==> src/inc/srd_regs.vh <==
// Constants for the shift register serdes block
`ifndef SRD_REGS_VH
`define SRD_REGS_VH
`define SRD_STAGES        4
`define SRD_CLR_VAL       4'h0
`define SRD_FIFO_DEPTH    8
`define SRD_START_LOW_NS  200
`define SRD_START_LOW_CYC ((`SRD_START_LOW_NS + 3) / 4)
`define SRD_TXCLK_HALF_NS 40
`define SRD_TXCLK_HALF_CYC (`SRD_TXCLK_HALF_NS / 4)
`define SRD_MODE_EXT      2'h0
`define SRD_MODE_INT      2'h1
`define SRD_MODE_TXF      2'h2
`define SRD_MODE_RXF      2'h3
`endif

==> src/rtl/srd_top.v <==
// Shift register serdes: receive, parallel-to-serial and two-wire exchange
// Function
// - Each clock edge moves chain one stage
// - Four stages, each visible as output
// - One common reset clears all stages
// - One common selector chooses parallel load for all stages
// - Load enable also clocks loaded stages
// - Dedicated reset input clears receive chain
// - Long low on data starts oscillator
// - Internal clock gives exactly stage-count pulses
// - Common load/shift selects parallel or previous
// - Two shared lines, data and clock
// - Transmit enable gates clock and enables
// - Pulse counter ends transmission after count
// - Receive on far clock, send on own
// - Transmit clock from free running counter
// - Transmit-first variant always sends first
// - Receive-first variant sends only after receiving
// - External clock counter sets transmit enable
// - Received word readable by host port
// - Pattern store rewritable between transmissions
// - One-shot high from start until count
`include "srd_regs.vh"
module srd_top #(
  parameter N          = `SRD_STAGES,
  parameter START_CYC  = `SRD_START_LOW_CYC,
  parameter HALF_CYC   = `SRD_TXCLK_HALF_CYC,
  parameter FIFO_DEPTH = `SRD_FIFO_DEPTH
) (
  input  wire         i_mclk,
  input  wire         i_rst_n,
  input  wire [1:0]   i_mode,
  input  wire         i_stage_clear_n,
  input  wire         i_ser_clk,
  input  wire         i_ser_data,
  input  wire         i_load_en,
  input  wire [N-1:0] i_par_data,
  input  wire         i_start,
  input  wire         i_pat_wr,
  input  wire [N-1:0] i_pat_data,
  input  wire         i_word_ready,
  output reg  [N-1:0] o_par_out,
  output reg          o_word_valid,
  output reg  [N-1:0] o_word,
  output reg          o_pat_ready,
  output reg          o_busy,
  output reg          o_ser_out,
  output reg          o_data_out,
  output reg          o_data_oe_n,
  output reg          o_clk_out,
  output reg          o_clk_oe_n
);
  ////////////////////////////////////////////////////////////////////////
  // Input synchronisers
  // Serial clock, serial data, load, start and stage clear pins pass two flops before use; edges are one-cycle pulses
  // Edge outputs that nothing reads are left open
  wire clk_rise;                   // Clock line rose
  wire dat_lvl;                    // Settled data line
  wire ld_lvl,  ld_rise;           // Load strobe level and rise
  wire st_lvl,  st_rise,  st_fall; // Start pin level and edges
  wire clr_lvl;                    // Settled stage clear, low clears
  srd_sync u_sclk (.i_mclk(i_mclk), .i_rst_n(i_rst_n), .i_async(i_ser_clk),
                   .o_level(), .o_rise(clk_rise), .o_fall());
  srd_sync u_sdat (.i_mclk(i_mclk), .i_rst_n(i_rst_n), .i_async(i_ser_data),
                   .o_level(dat_lvl), .o_rise(), .o_fall());
  srd_sync u_load (.i_mclk(i_mclk), .i_rst_n(i_rst_n), .i_async(i_load_en),
                   .o_level(ld_lvl), .o_rise(ld_rise), .o_fall());
  srd_sync u_strt (.i_mclk(i_mclk), .i_rst_n(i_rst_n), .i_async(i_start),
                   .o_level(st_lvl), .o_rise(st_rise), .o_fall(st_fall));
  srd_sync u_sclr (.i_mclk(i_mclk), .i_rst_n(i_rst_n), .i_async(i_stage_clear_n),
                   .o_level(clr_lvl), .o_rise(), .o_fall());

  ////////////////////////////////////////////////////////////////////////
  // State
  localparam [1:0] ST_IDLE = 2'h0; // Waiting
  localparam [1:0] ST_RX   = 2'h1; // Receiving on far clock
  localparam [1:0] ST_TX   = 2'h2; // Sending on own clock
  localparam [1:0] ST_BUR  = 2'h3; // Internal receive burst

  reg [N-1:0]  chain_q;     // Shift chain
  reg [N-1:0]  pat_q;       // Pattern store
  reg [1:0]    st_q;        // Sequencer state
  reg          tx_en_q;     // Transmit enable flip-flop
  reg [3:0]    rx_cnt_q;    // Far clock edges counted
  reg [3:0]    tx_cnt_q;    // Own clock pulses counted
  reg [7:0]    div_q;       // Free running clock divider
  reg          tclk_q;      // Internal transmit clock
  reg [11:0]   low_q;       // Data-low timer
  reg          done_q;      // Exchange finished for this start
  reg          push_q;      // Word to buffer
  reg [N-1:0]  word_q;      // Finished word, kept apart from the chain
  // A receive-first reload overwrites the chain on the very edge that
  // completes the word, so the buffer takes its copy from word_q instead

  wire tclk_rise = (div_q == HALF_CYC[7:0] - 8'h01) & ~tclk_q;
  wire tclk_fall = (div_q == HALF_CYC[7:0] - 8'h01) &  tclk_q;
  wire chain_clr = ~clr_lvl | ~i_rst_n;
  wire fifo_rdy;
  wire [N-1:0] fifo_dout;
  wire fifo_vld;

  // Shift one step: previous stage feeds next, serial in at stage 0
  function [N-1:0] srd_shift;
    input [N-1:0] cur;
    input         sin;
    begin
      srd_shift = {cur[N-2:0], sin};
    end
  endfunction

  ////////////////////////////////////////////////////////////////////////
  // Internal clock: free running reset counter, no enable
  // Runs while idle too, so a transmit-first send starts on a known phase
  always @(posedge i_mclk) begin
    if (!i_rst_n) begin
      div_q  <= 8'h00;
      tclk_q <= 1'b0;
    end else if (div_q == HALF_CYC[7:0] - 8'h01) begin
      div_q  <= 8'h00;
      tclk_q <= ~tclk_q;
    end else begin
      div_q  <= div_q + 8'h01;
    end
  end

  ////////////////////////////////////////////////////////////////////////
  // Start detector: data line held low long enough
  // Saturates at the limit; only internal-clock mode looks at it
  always @(posedge i_mclk) begin
    if (!i_rst_n)
      low_q <= 12'h000;
    else if (dat_lvl || st_q != ST_IDLE)
      low_q <= 12'h000;
    else if (low_q != START_CYC[11:0])
      low_q <= low_q + 12'h001;
  end

  ////////////////////////////////////////////////////////////////////////
  // Chain, sequencer and transmit enable
  // Clear wins over everything; a stage clear without reset keeps the pattern store
  always @(posedge i_mclk) begin
    if (chain_clr) begin
      chain_q  <= `SRD_CLR_VAL;
      st_q     <= ST_IDLE;
      tx_en_q  <= 1'b0;
      rx_cnt_q <= 4'h0;
      tx_cnt_q <= 4'h0;
      done_q   <= 1'b0;
      push_q   <= 1'b0;
      word_q   <= `SRD_CLR_VAL;
      if (!i_rst_n)
        pat_q <= `SRD_CLR_VAL;
    end else begin
      push_q <= 1'b0;
      // Pattern rewrite only while not sending
      if (i_pat_wr && !tx_en_q)
        pat_q <= i_pat_data;
      // Load strobe doubles as the commit clock
      if (ld_rise && !tx_en_q)
        chain_q <= ld_lvl ? i_par_data : chain_q;
      case (st_q)
        ST_IDLE: begin
          if (st_fall)
            done_q <= 1'b0;
          case (i_mode)
            `SRD_MODE_EXT: begin
              // Far side owns the clock here; every rise takes one bit
              if (clk_rise)
                chain_q <= srd_shift(chain_q, dat_lvl);
              if (clk_rise && rx_cnt_q == N[3:0] - 4'h1) begin
                rx_cnt_q <= 4'h0;
                push_q   <= 1'b1;
                word_q   <= srd_shift(chain_q, dat_lvl);
              end else if (clk_rise) begin
                rx_cnt_q <= rx_cnt_q + 4'h1;
              end
            end
            `SRD_MODE_INT: begin
              if (low_q == START_CYC[11:0] || st_rise) begin
                st_q     <= ST_BUR;
                tx_cnt_q <= 4'h0;
              end
            end
            `SRD_MODE_TXF: begin
              // Start on a fall so data settles half a period before the first rise
              if (st_lvl && !done_q && tclk_fall) begin
                tx_en_q  <= 1'b1;
                chain_q  <= pat_q;
                st_q     <= ST_TX;
                tx_cnt_q <= 4'h0;
              end
            end
            default: begin
              if (st_lvl && !done_q) begin
                st_q     <= ST_RX;
                rx_cnt_q <= 4'h0;
              end
            end
          endcase
        end
        ST_BUR: begin
          // Burst of exactly N internal pulses
          // Samples the data line on each internal rise
          if (tclk_rise) begin
            chain_q  <= srd_shift(chain_q, dat_lvl);
            if (tx_cnt_q == N[3:0] - 4'h1) begin
              st_q   <= ST_IDLE;
              push_q <= 1'b1;
              word_q <= srd_shift(chain_q, dat_lvl);
            end
            tx_cnt_q <= tx_cnt_q + 4'h1;
          end
        end
        ST_TX: begin
          // Own clock drives pins, chain shifts out from last stage
          // Pulses are counted on rises; the enable drops on the fall after
          // the last rise, so the final high phase reaches the pin whole
          if (tclk_rise)
            tx_cnt_q <= tx_cnt_q + 4'h1;
          if (tclk_fall && tx_cnt_q == N[3:0]) begin
            tx_en_q <= 1'b0;
            if (i_mode == `SRD_MODE_TXF) begin
              st_q     <= ST_RX;
              rx_cnt_q <= 4'h0;
            end else begin
              st_q   <= ST_IDLE;
              done_q <= 1'b1;
            end
          end else if (tclk_fall && tx_cnt_q != 4'h0) begin
            chain_q <= srd_shift(chain_q, 1'b0);
          end
        end
        default: begin
          // Receive on far clock edges
          // Counts far clock rises; the Nth one completes the word
          if (clk_rise) begin
            chain_q  <= srd_shift(chain_q, dat_lvl);
            rx_cnt_q <= rx_cnt_q + 4'h1;
            if (rx_cnt_q == N[3:0] - 4'h1) begin
              push_q <= 1'b1;
              word_q <= srd_shift(chain_q, dat_lvl);
              if (i_mode == `SRD_MODE_RXF) begin
                st_q <= ST_TX;
                tx_en_q <= 1'b1;
                tx_cnt_q <= 4'h0;
              end else begin
                st_q   <= ST_IDLE;
                done_q <= 1'b1;
              end
            end
          end
        end
      endcase
      // Reload pattern for the answer; the received word is already in word_q
      if (st_q == ST_RX && clk_rise && rx_cnt_q == N[3:0] - 4'h1 && i_mode == `SRD_MODE_RXF)
        chain_q <= pat_q;
    end
  end

  ////////////////////////////////////////////////////////////////////////
  // Received words buffered toward the reader
  // A full buffer drops the new word; o_pat_ready low shows the stall
  srd_fifo #(.WIDTH(N), .DEPTH(FIFO_DEPTH), .AW(3)) u_fifo (
    .i_mclk  (i_mclk),
    .i_rst_n (i_rst_n),
    .i_data  (word_q),
    .i_valid (push_q),
    .o_ready (fifo_rdy),
    .o_data  (fifo_dout),
    .o_valid (fifo_vld),
    .i_ready (i_word_ready & o_word_valid)
  );

  ////////////////////////////////////////////////////////////////////////
  // Registered outputs
  // Clock pin stays low until the first counted rise, so a send that
  // begins inside a high phase never shows a short pulse
  always @(posedge i_mclk) begin
    if (!i_rst_n) begin
      o_par_out    <= `SRD_CLR_VAL;
      o_word_valid <= 1'b0;
      o_word       <= `SRD_CLR_VAL;
      o_pat_ready  <= 1'b0;
      o_busy       <= 1'b0;
      o_ser_out    <= 1'b0;
      o_data_out   <= 1'b0;
      o_data_oe_n  <= 1'b1;
      o_clk_out    <= 1'b0;
      o_clk_oe_n   <= 1'b1;
    end else begin
      o_par_out    <= chain_q;
      o_word_valid <= fifo_vld & ~(i_word_ready & o_word_valid);
      o_word       <= fifo_dout;
      o_pat_ready  <= ~tx_en_q & fifo_rdy;
      o_busy       <= (st_q != ST_IDLE);
      o_ser_out    <= chain_q[N-1];
      o_data_out   <= chain_q[N-1];
      o_data_oe_n  <= ~tx_en_q;
      o_clk_out    <= tclk_q & tx_en_q & (tx_cnt_q != 4'h0);
      o_clk_oe_n   <= ~tx_en_q;
    end
  end
endmodule

==> src/rtl/srd_fifo.v <==
// Small flip-flop FIFO with valid/ready on both sides
module srd_fifo #(
  parameter WIDTH = 4,
  parameter DEPTH = 8,
  parameter AW    = 3
) (
  input  wire             i_mclk,
  input  wire             i_rst_n,
  input  wire [WIDTH-1:0] i_data,
  input  wire             i_valid,
  output wire             o_ready,
  output wire [WIDTH-1:0] o_data,
  output wire             o_valid,
  input  wire             i_ready
);
  reg [WIDTH-1:0] mem_q [0:DEPTH-1]; // Storage
  reg [AW-1:0]    wr_q;              // Write index
  reg [AW-1:0]    rd_q;              // Read index
  reg [AW:0]      cnt_q;             // Fill level
  wire push;
  wire pop;
  assign o_ready = (cnt_q != DEPTH[AW:0]);
  assign o_valid = (cnt_q != {(AW+1){1'b0}});
  assign o_data  = mem_q[rd_q];
  assign push    = i_valid & o_ready;
  assign pop     = o_valid & i_ready;
  // Index and level update
  always @(posedge i_mclk) begin
    if (!i_rst_n) begin
      wr_q  <= {AW{1'b0}};
      rd_q  <= {AW{1'b0}};
      cnt_q <= {(AW+1){1'b0}};
    end else begin
      if (push) begin
        mem_q[wr_q] <= i_data;
        wr_q        <= (wr_q == DEPTH[AW-1:0] - 1'b1) ? {AW{1'b0}} : wr_q + 1'b1;
      end
      if (pop)
        rd_q <= (rd_q == DEPTH[AW-1:0] - 1'b1) ? {AW{1'b0}} : rd_q + 1'b1;
      cnt_q <= cnt_q + {{AW{1'b0}}, push} - {{AW{1'b0}}, pop};
    end
  end
endmodule

==> src/rtl/srd_sync.v <==
// Two flip-flop synchroniser with rise detect on the clean side
module srd_sync (
  input  wire i_mclk,
  input  wire i_rst_n,
  input  wire i_async,
  output wire o_level,
  output wire o_rise,
  output wire o_fall
);
  reg meta_q; // First stage, read only by the second
  reg sync_q; // Settled level
  reg prev_q; // Delayed settled level for edges
  always @(posedge i_mclk) begin
    if (!i_rst_n) begin
      meta_q <= 1'b0;
      sync_q <= 1'b0;
      prev_q <= 1'b0;
    end else begin
      meta_q <= i_async;
      sync_q <= meta_q;
      prev_q <= sync_q;
    end
  end
  assign o_level = sync_q;
  assign o_rise  = sync_q & ~prev_q;
  assign o_fall  = ~sync_q & prev_q;
endmodule

==> config.mk <==
export PLATFORM = sky130hd
export DESIGN_NAME = srd_top
export DESIGN_NICKNAME = d
export VERILOG_FILES = /design/src/rtl/srd_top.v /design/src/rtl/srd_fifo.v /design/src/rtl/srd_sync.v
export VERILOG_INCLUDE_DIRS = /design/src /design/src/inc
export SDC_FILE = /design/constraint.sdc
export NUM_CORES = 1
export LEC_CHECK = 0
export ABC_AREA = 1
export BUFFER_PORTS_ARGS = -buffer_cell sky130_fd_sc_hd__buf_2
export CORE_ASPECT_RATIO = 0.75
export CORE_MARGIN = 1.5
export CORE_UTILIZATION = 55
export DETAILED_ROUTE_END_ITERATION = 6
export GPL_TIMING_DRIVEN = 1
export PLACE_DENSITY = 0.76
export SLEW_MARGIN = 20
export SYNTH_ARGS = -nofsm -noshare
export SYNTH_HDL_FRONTEND = slang
export SYNTH_SLANG_ARGS = --single-unit
export TNS_END_PERCENT = 10
==> constraint.sdc <==
create_clock -name i_mclk -period 1.7 [get_ports i_mclk]
set_clock_uncertainty 0.05 [all_clocks]
set_input_delay 0.085 -clock i_mclk [delete_from_list [all_inputs] [get_ports i_mclk]]
set_output_delay 0.085 -clock i_mclk [all_outputs]
set_load 0.1 [all_outputs]
After elaboration in Yosys (flattened, before gate mapping)
Memories as Yosys holds them, arrays and structs flattened. A register that Yosys moved wholly into a read port is not among the register bits. Cells that the tools add are included.

RAM bits: 32. Bits of input ports: 19. Logic and storage cells: 219. Memories kept: 1. Bits in registers: 79.

Eq/ne operators: 35. Reductions and logical operators: 42. Multiplexer cells: 73. Add/subtract/negate cells: 8. Bitwise logic cells: 25.

Memories: u_fifo.mem_q (depth 8, width 4, rd ports 1, clocked after Yosys merged registers in 1, wr ports 1, RTL line srd_fifo.v:16) `reg [WIDTH-1:0] mem_q [0:DEPTH-1];`.

Operator list (count): $mux 4 (28); $pmux 4 s3 (3); $pmux 4 s2 (4); $reduce_and 7->1 (4); $ne 2x2->1 const B (12); $reduce_bool 3->1 (8); $mux 1 (22); $mux 2 (9); $reduce_bool 4->1 (4); $and 1x1->1 (13); $add 12x1->12 const B (1); $eq 12x6->1 const B (1); $ne 12x6->1 const B (1); $pmux 2 s3 (2); $not 1->1 (11); $logic_and 1x1->1 (10); $pmux 1 s3 (3); $reduce_and 9->1 (1); $add 4x1->4 const B (2); $add 8x1->8 const B (1); $eq 2x2->1 const B (4); $eq 4x2->1 const B (2); $eq 8x4->1 const B (1); $reduce_or 2->1 (4); 20 further kinds (32).

Depth between registers and ports, before layout
Depth after elaboration: 8. Depth in mapped cells: 13.

By module
A second synthesis with hierarchy kept.

Cells, all modules: 782. Area, all modules: 5977.0 um^2.

Modules (own cells, without submodules): srd_top (cells each 484, seq. area each 1221.2 um^2, instances 1, area each 3349.5 um^2); srd_fifo (cells each 233, seq. area each 1221.2 um^2, instances 1, area each 2127.0 um^2); srd_sync (cells each 13, seq. area each 60.1 um^2, instances 5, area each 100.1 um^2).

Worst setup path before layout
Ideal clock, no wire load.

Path type: register to register. Start: register o_word_valid. End: register u_fifo.cnt_q[2]. Path slack: -711 ps. Setup time: 128 ps. Arrival time: 2233 ps. Data required time: 1522 ps. Stages on the path, launching flop included: 10. Clock period less this slack: 2411 ps. Cells stage by stage: dfxtp_1 > nand2_1 > nor2_1 > ha_1 > inv_1 > ha_1 > inv_1 > fa_1 > xor2_1 > nor2_1.

Longest elaborated chain between the ends: 3.

RTL lines: from (decl) (RTL line srd_top.v:43) `output reg o_word_valid,`; from (signal assigned) (RTL line srd_top.v:292) `o_word_valid <= fifo_vld & ~(i_word_ready & o_word_valid);`; $and 1x1->1 (RTL line srd_top.v:271) `.i_ready (i_word_ready & o_word_valid)`; $and 1x1->1 (RTL line srd_fifo.v:26) `assign pop = o_valid & i_ready;`; $sub 4x1->4 (RTL line srd_fifo.v:40) `cnt_q <= cnt_q + {{AW{1'b0}}, push} - {{AW{1'b0}}, pop};`; to (signal assigned) (RTL line srd_fifo.v:32) `cnt_q <= {(AW+1){1'b0}};`; to (signal assigned) (RTL line srd_fifo.v:40); to (decl) (RTL line srd_fifo.v:19) `reg [AW:0] cnt_q;`.

No other way between the ends. A chain may end at the register's enable or synchronous reset.

Worst setup path after layout
Start: register u_fifo.cnt_q[3]. End: register u_fifo.cnt_q[1].

Longest elaborated chain between the ends: 4. Elaborated cells on any way between the ends: 6. Those cells by class: 2 x add/sub; 1 x eq/ne; 2 x bitwise; 1 x reduce/logical.

RTL lines: $ne 4x4->1 (RTL line srd_fifo.v:22) `assign o_ready = (cnt_q != DEPTH[AW:0]);`; $and 1x1->1 (RTL line srd_fifo.v:25) `assign push = i_valid & o_ready;`; $add 4x1->4 (RTL line srd_fifo.v:40); $sub 4x1->4 (*) (RTL line srd_fifo.v:40).

Mark *: on every way between the ends. The rest lies on a longest branch, timed or not.

==> qor.txt <==
Post-synth top area share - 28.5%
Max-cap violations - 0
Slew margin rel. - 67.7%
Port bufs - 34
Crit end category - flop
# setup viols final - 17
Area contributors post-synth - dfxtp_1 (29%), edfxtp_1 (20%), nand2_1 (9.7%), inv_1 (6.9%), nor2_1 (6.8%)
Post-route clock period utilization - 112%
Pwr/cell area - 908 mW/mm²
Area growth from synthesis to layout - 32.5%
Drt drc - 0
Number of synthesized flops with an enable pin - 36
CTS Buffer Depth - 2
Critical path arrival - 2.16 ns
Synth top cells by count - nand2_1 (141), inv_1 (100), nor2_1 (99)
Placed insts - 910
Syn Area/Cell - 7.90 µm²
Worst Path Max Fanout - 2
CTS clk-pin slew, worst paths - 0.06 ns
Fill cells - 657
Ys Warns - 0
Syn_nets - 738
Post-Syn Instances - 693
Max-slew violations - 0
Critical path class - reg2reg
WL final - 13800 µm
Leading area contributor after synthesis - dfxtp_1
Fmax - 0.526 GHz
Vias after detailed routing - 5044
Status - finished with violations
Failing checks - negative setup slack
CTS buffer count - 17
Yosys reg bits - 114
RSZ-0062 raised after global routing - true
Share of layout cells above drive strength 1 - 26.1%
Mapped cell area - 0.00548 mm²
Vias per cell - 5.25
Final hold vios - 0
Drt wl/cell - 14.4 µm
Htree depth - 4
Core area - 0.00966 mm²
First-pass iteration count of the detailed router - 7
Clk Latency, worst-skew pair - 0.41 ns
Num rows - 31
Pleak - 3.22 nW
CTS tree - built
Pre-CTS setup slack - -0.342 ns
Synth async-reset ratio - 0%
Top-count cell post-synth - nand2_1
First-pass GRT wire length - 22200 µm
Synth Flop Type - dfxtp_1
CTS root buf - clkbuf_16
Vias in the first global route - 4742
Die width - 118 µm
Largest net degree at the start of global routing - 29
Post-synthesis sequential area ratio - 48.3%
Starting DRT DRC Count - 528
Antenna violations before repair - 0
Setup TNS - -1.31 ns
Tmin final - 1.90 ns
Die Ht - 89.4 µm
Top Ports - 35
DP Wirelength - 9480 µm
Post-route setup slack - -0.202 ns
Fin nets - 860
VDD IR max - 0.769 mV
Initial core utilization - 56.7%
Slew @ Worst Pin - 0.483 ns
Tot GR Track Use - 27.0%
CP startpoint kind - flop
Worst hold path class - in2reg
Clk sinks - 114
Yosys cell types - 36
Antenna Nets Post-Route - 0
Non-Filler Instances - 960
Gpl congestion - 1.04
Pwr Total - 6.58 mW
CP required - 1.96 ns
Overflow after GRT - 0
# diodes - 0
Die area - 0.0106 mm²
worst paths after layout:
kind,from,to,slack [ns],cells past startpoint
min,i_rst_n,tx_cnt_q[1],0.1,4
max reg2reg,u_fifo.cnt_q[3],u_fifo.cnt_q[1],-0.20,11
max,u_fifo.cnt_q[3],u_fifo.cnt_q[1],-0.20,11
min reg2reg,u_load.meta_q,u_load.o_level,0.36,2
area by class of cell:
type	instances	area, µm²	area share [%]
multi-input cells	458	2620	36.1
well taps	132	165	2.28
clock inverters	9	77.6	1.07
flip-flops and latches	114	2660	36.6
inverters	100	378	5.21
repair buffers	124	878	12.1
clock buffers	23	479	6.60
layer usage:
metal | share of wire, % | track usage (%)
met5 | 0 | 0
met4 | 2.3 | 9.65
met3 | 8.2 | 7.33
met2 | 46 | 44.3
met1 | 44 | 34.9
cells in the final DEF, fill, tap and decap left out, types with 7 or more instances in the layout:
cell type      instances
dfxtp_1               70
nand4_1                8
a21oi_1               27
o21ai_0               45
nand2_2                7
inv_2                 12
nand2_1              131
nand3_1               37
nor2_4                 8
buf_2                 34
nor3_1                 7
dlygate4sd3_1         10
clkbuf_16             18
nor2_1                89
ha_4                   8
inv_1                 87
nor2_2                 7
ha_1                  15
dfxtp_2                7
edfxtp_1              36
buf_4                 78
a31oi_1                9
flip-flops by register name, indices dropped and copies added, names as in the netlist, 2 cells and up:
register and cells:
u_fifo.rd_q 3, rx_cnt_q 4, chain_q 4, low_q 12
div_q 8, u_fifo.cnt_q 4, o_word 4, tx_cnt_q 4
o_par_out 4, word_q 4, u_fifo.mem_q 32, u_fifo.wr_q 3
st_q 2, pat_q 4
critical path, stage by stage, from the launching register on:
cell     delay, ns
dfxtp_2       0.34
inv_2         0.04
ha_4          0.15
nand2_2       0.07
inv_2         0.05
nor2_4        0.13
ha_4          0.21
inv_2         0.06
ha_4          0.11
inv_2         0.04
fa_2          0.51
nor2_1        0.04
metrics by stage:
step           hold slack, ns  util (%)  instance area (µm²)
2_1_floorplan           0.133         -                 5490
5_1_grt                 0.127      75.1                 7260
4_1_cts                0.0988      73.2                 7070
3_3_place_gp            0.219      64.9                 6260
3_5_place_dp            0.223      64.9                 6260
6_report               0.0999      75.1                 7260
power breakdown:
group	total [mW]	leakage, nW	switching [mW]	internal, mW
combinational	0.386	1.97	0.230	0.157
sequential	2.85	0.976	0.0200	2.83
clock	3.35	0.277	1.23	2.12
kinds of logic after synthesis:
kind of cell	count (synthesis)	synth area share [%]
AOI/OAI and AO/OA	112	11.5
adders and majority gates	26	6.08
xor gates and xnor gates	8	1.28
DFF	114	48.3
buffers and inverters	121	8.77
and+or+nand+nor	312	24.1
repair_timing:
action                                  in CTS  in global routing
setup buffers                                3                  5
pin swaps                                   11                 31
resized for setup                           36                 45
hold buffers                                10                  0
endpoints found under the setup margin      59                 63
hold endpoints to repair                    10                  0
No activity file was read; power rests on OpenSTA's default activity.
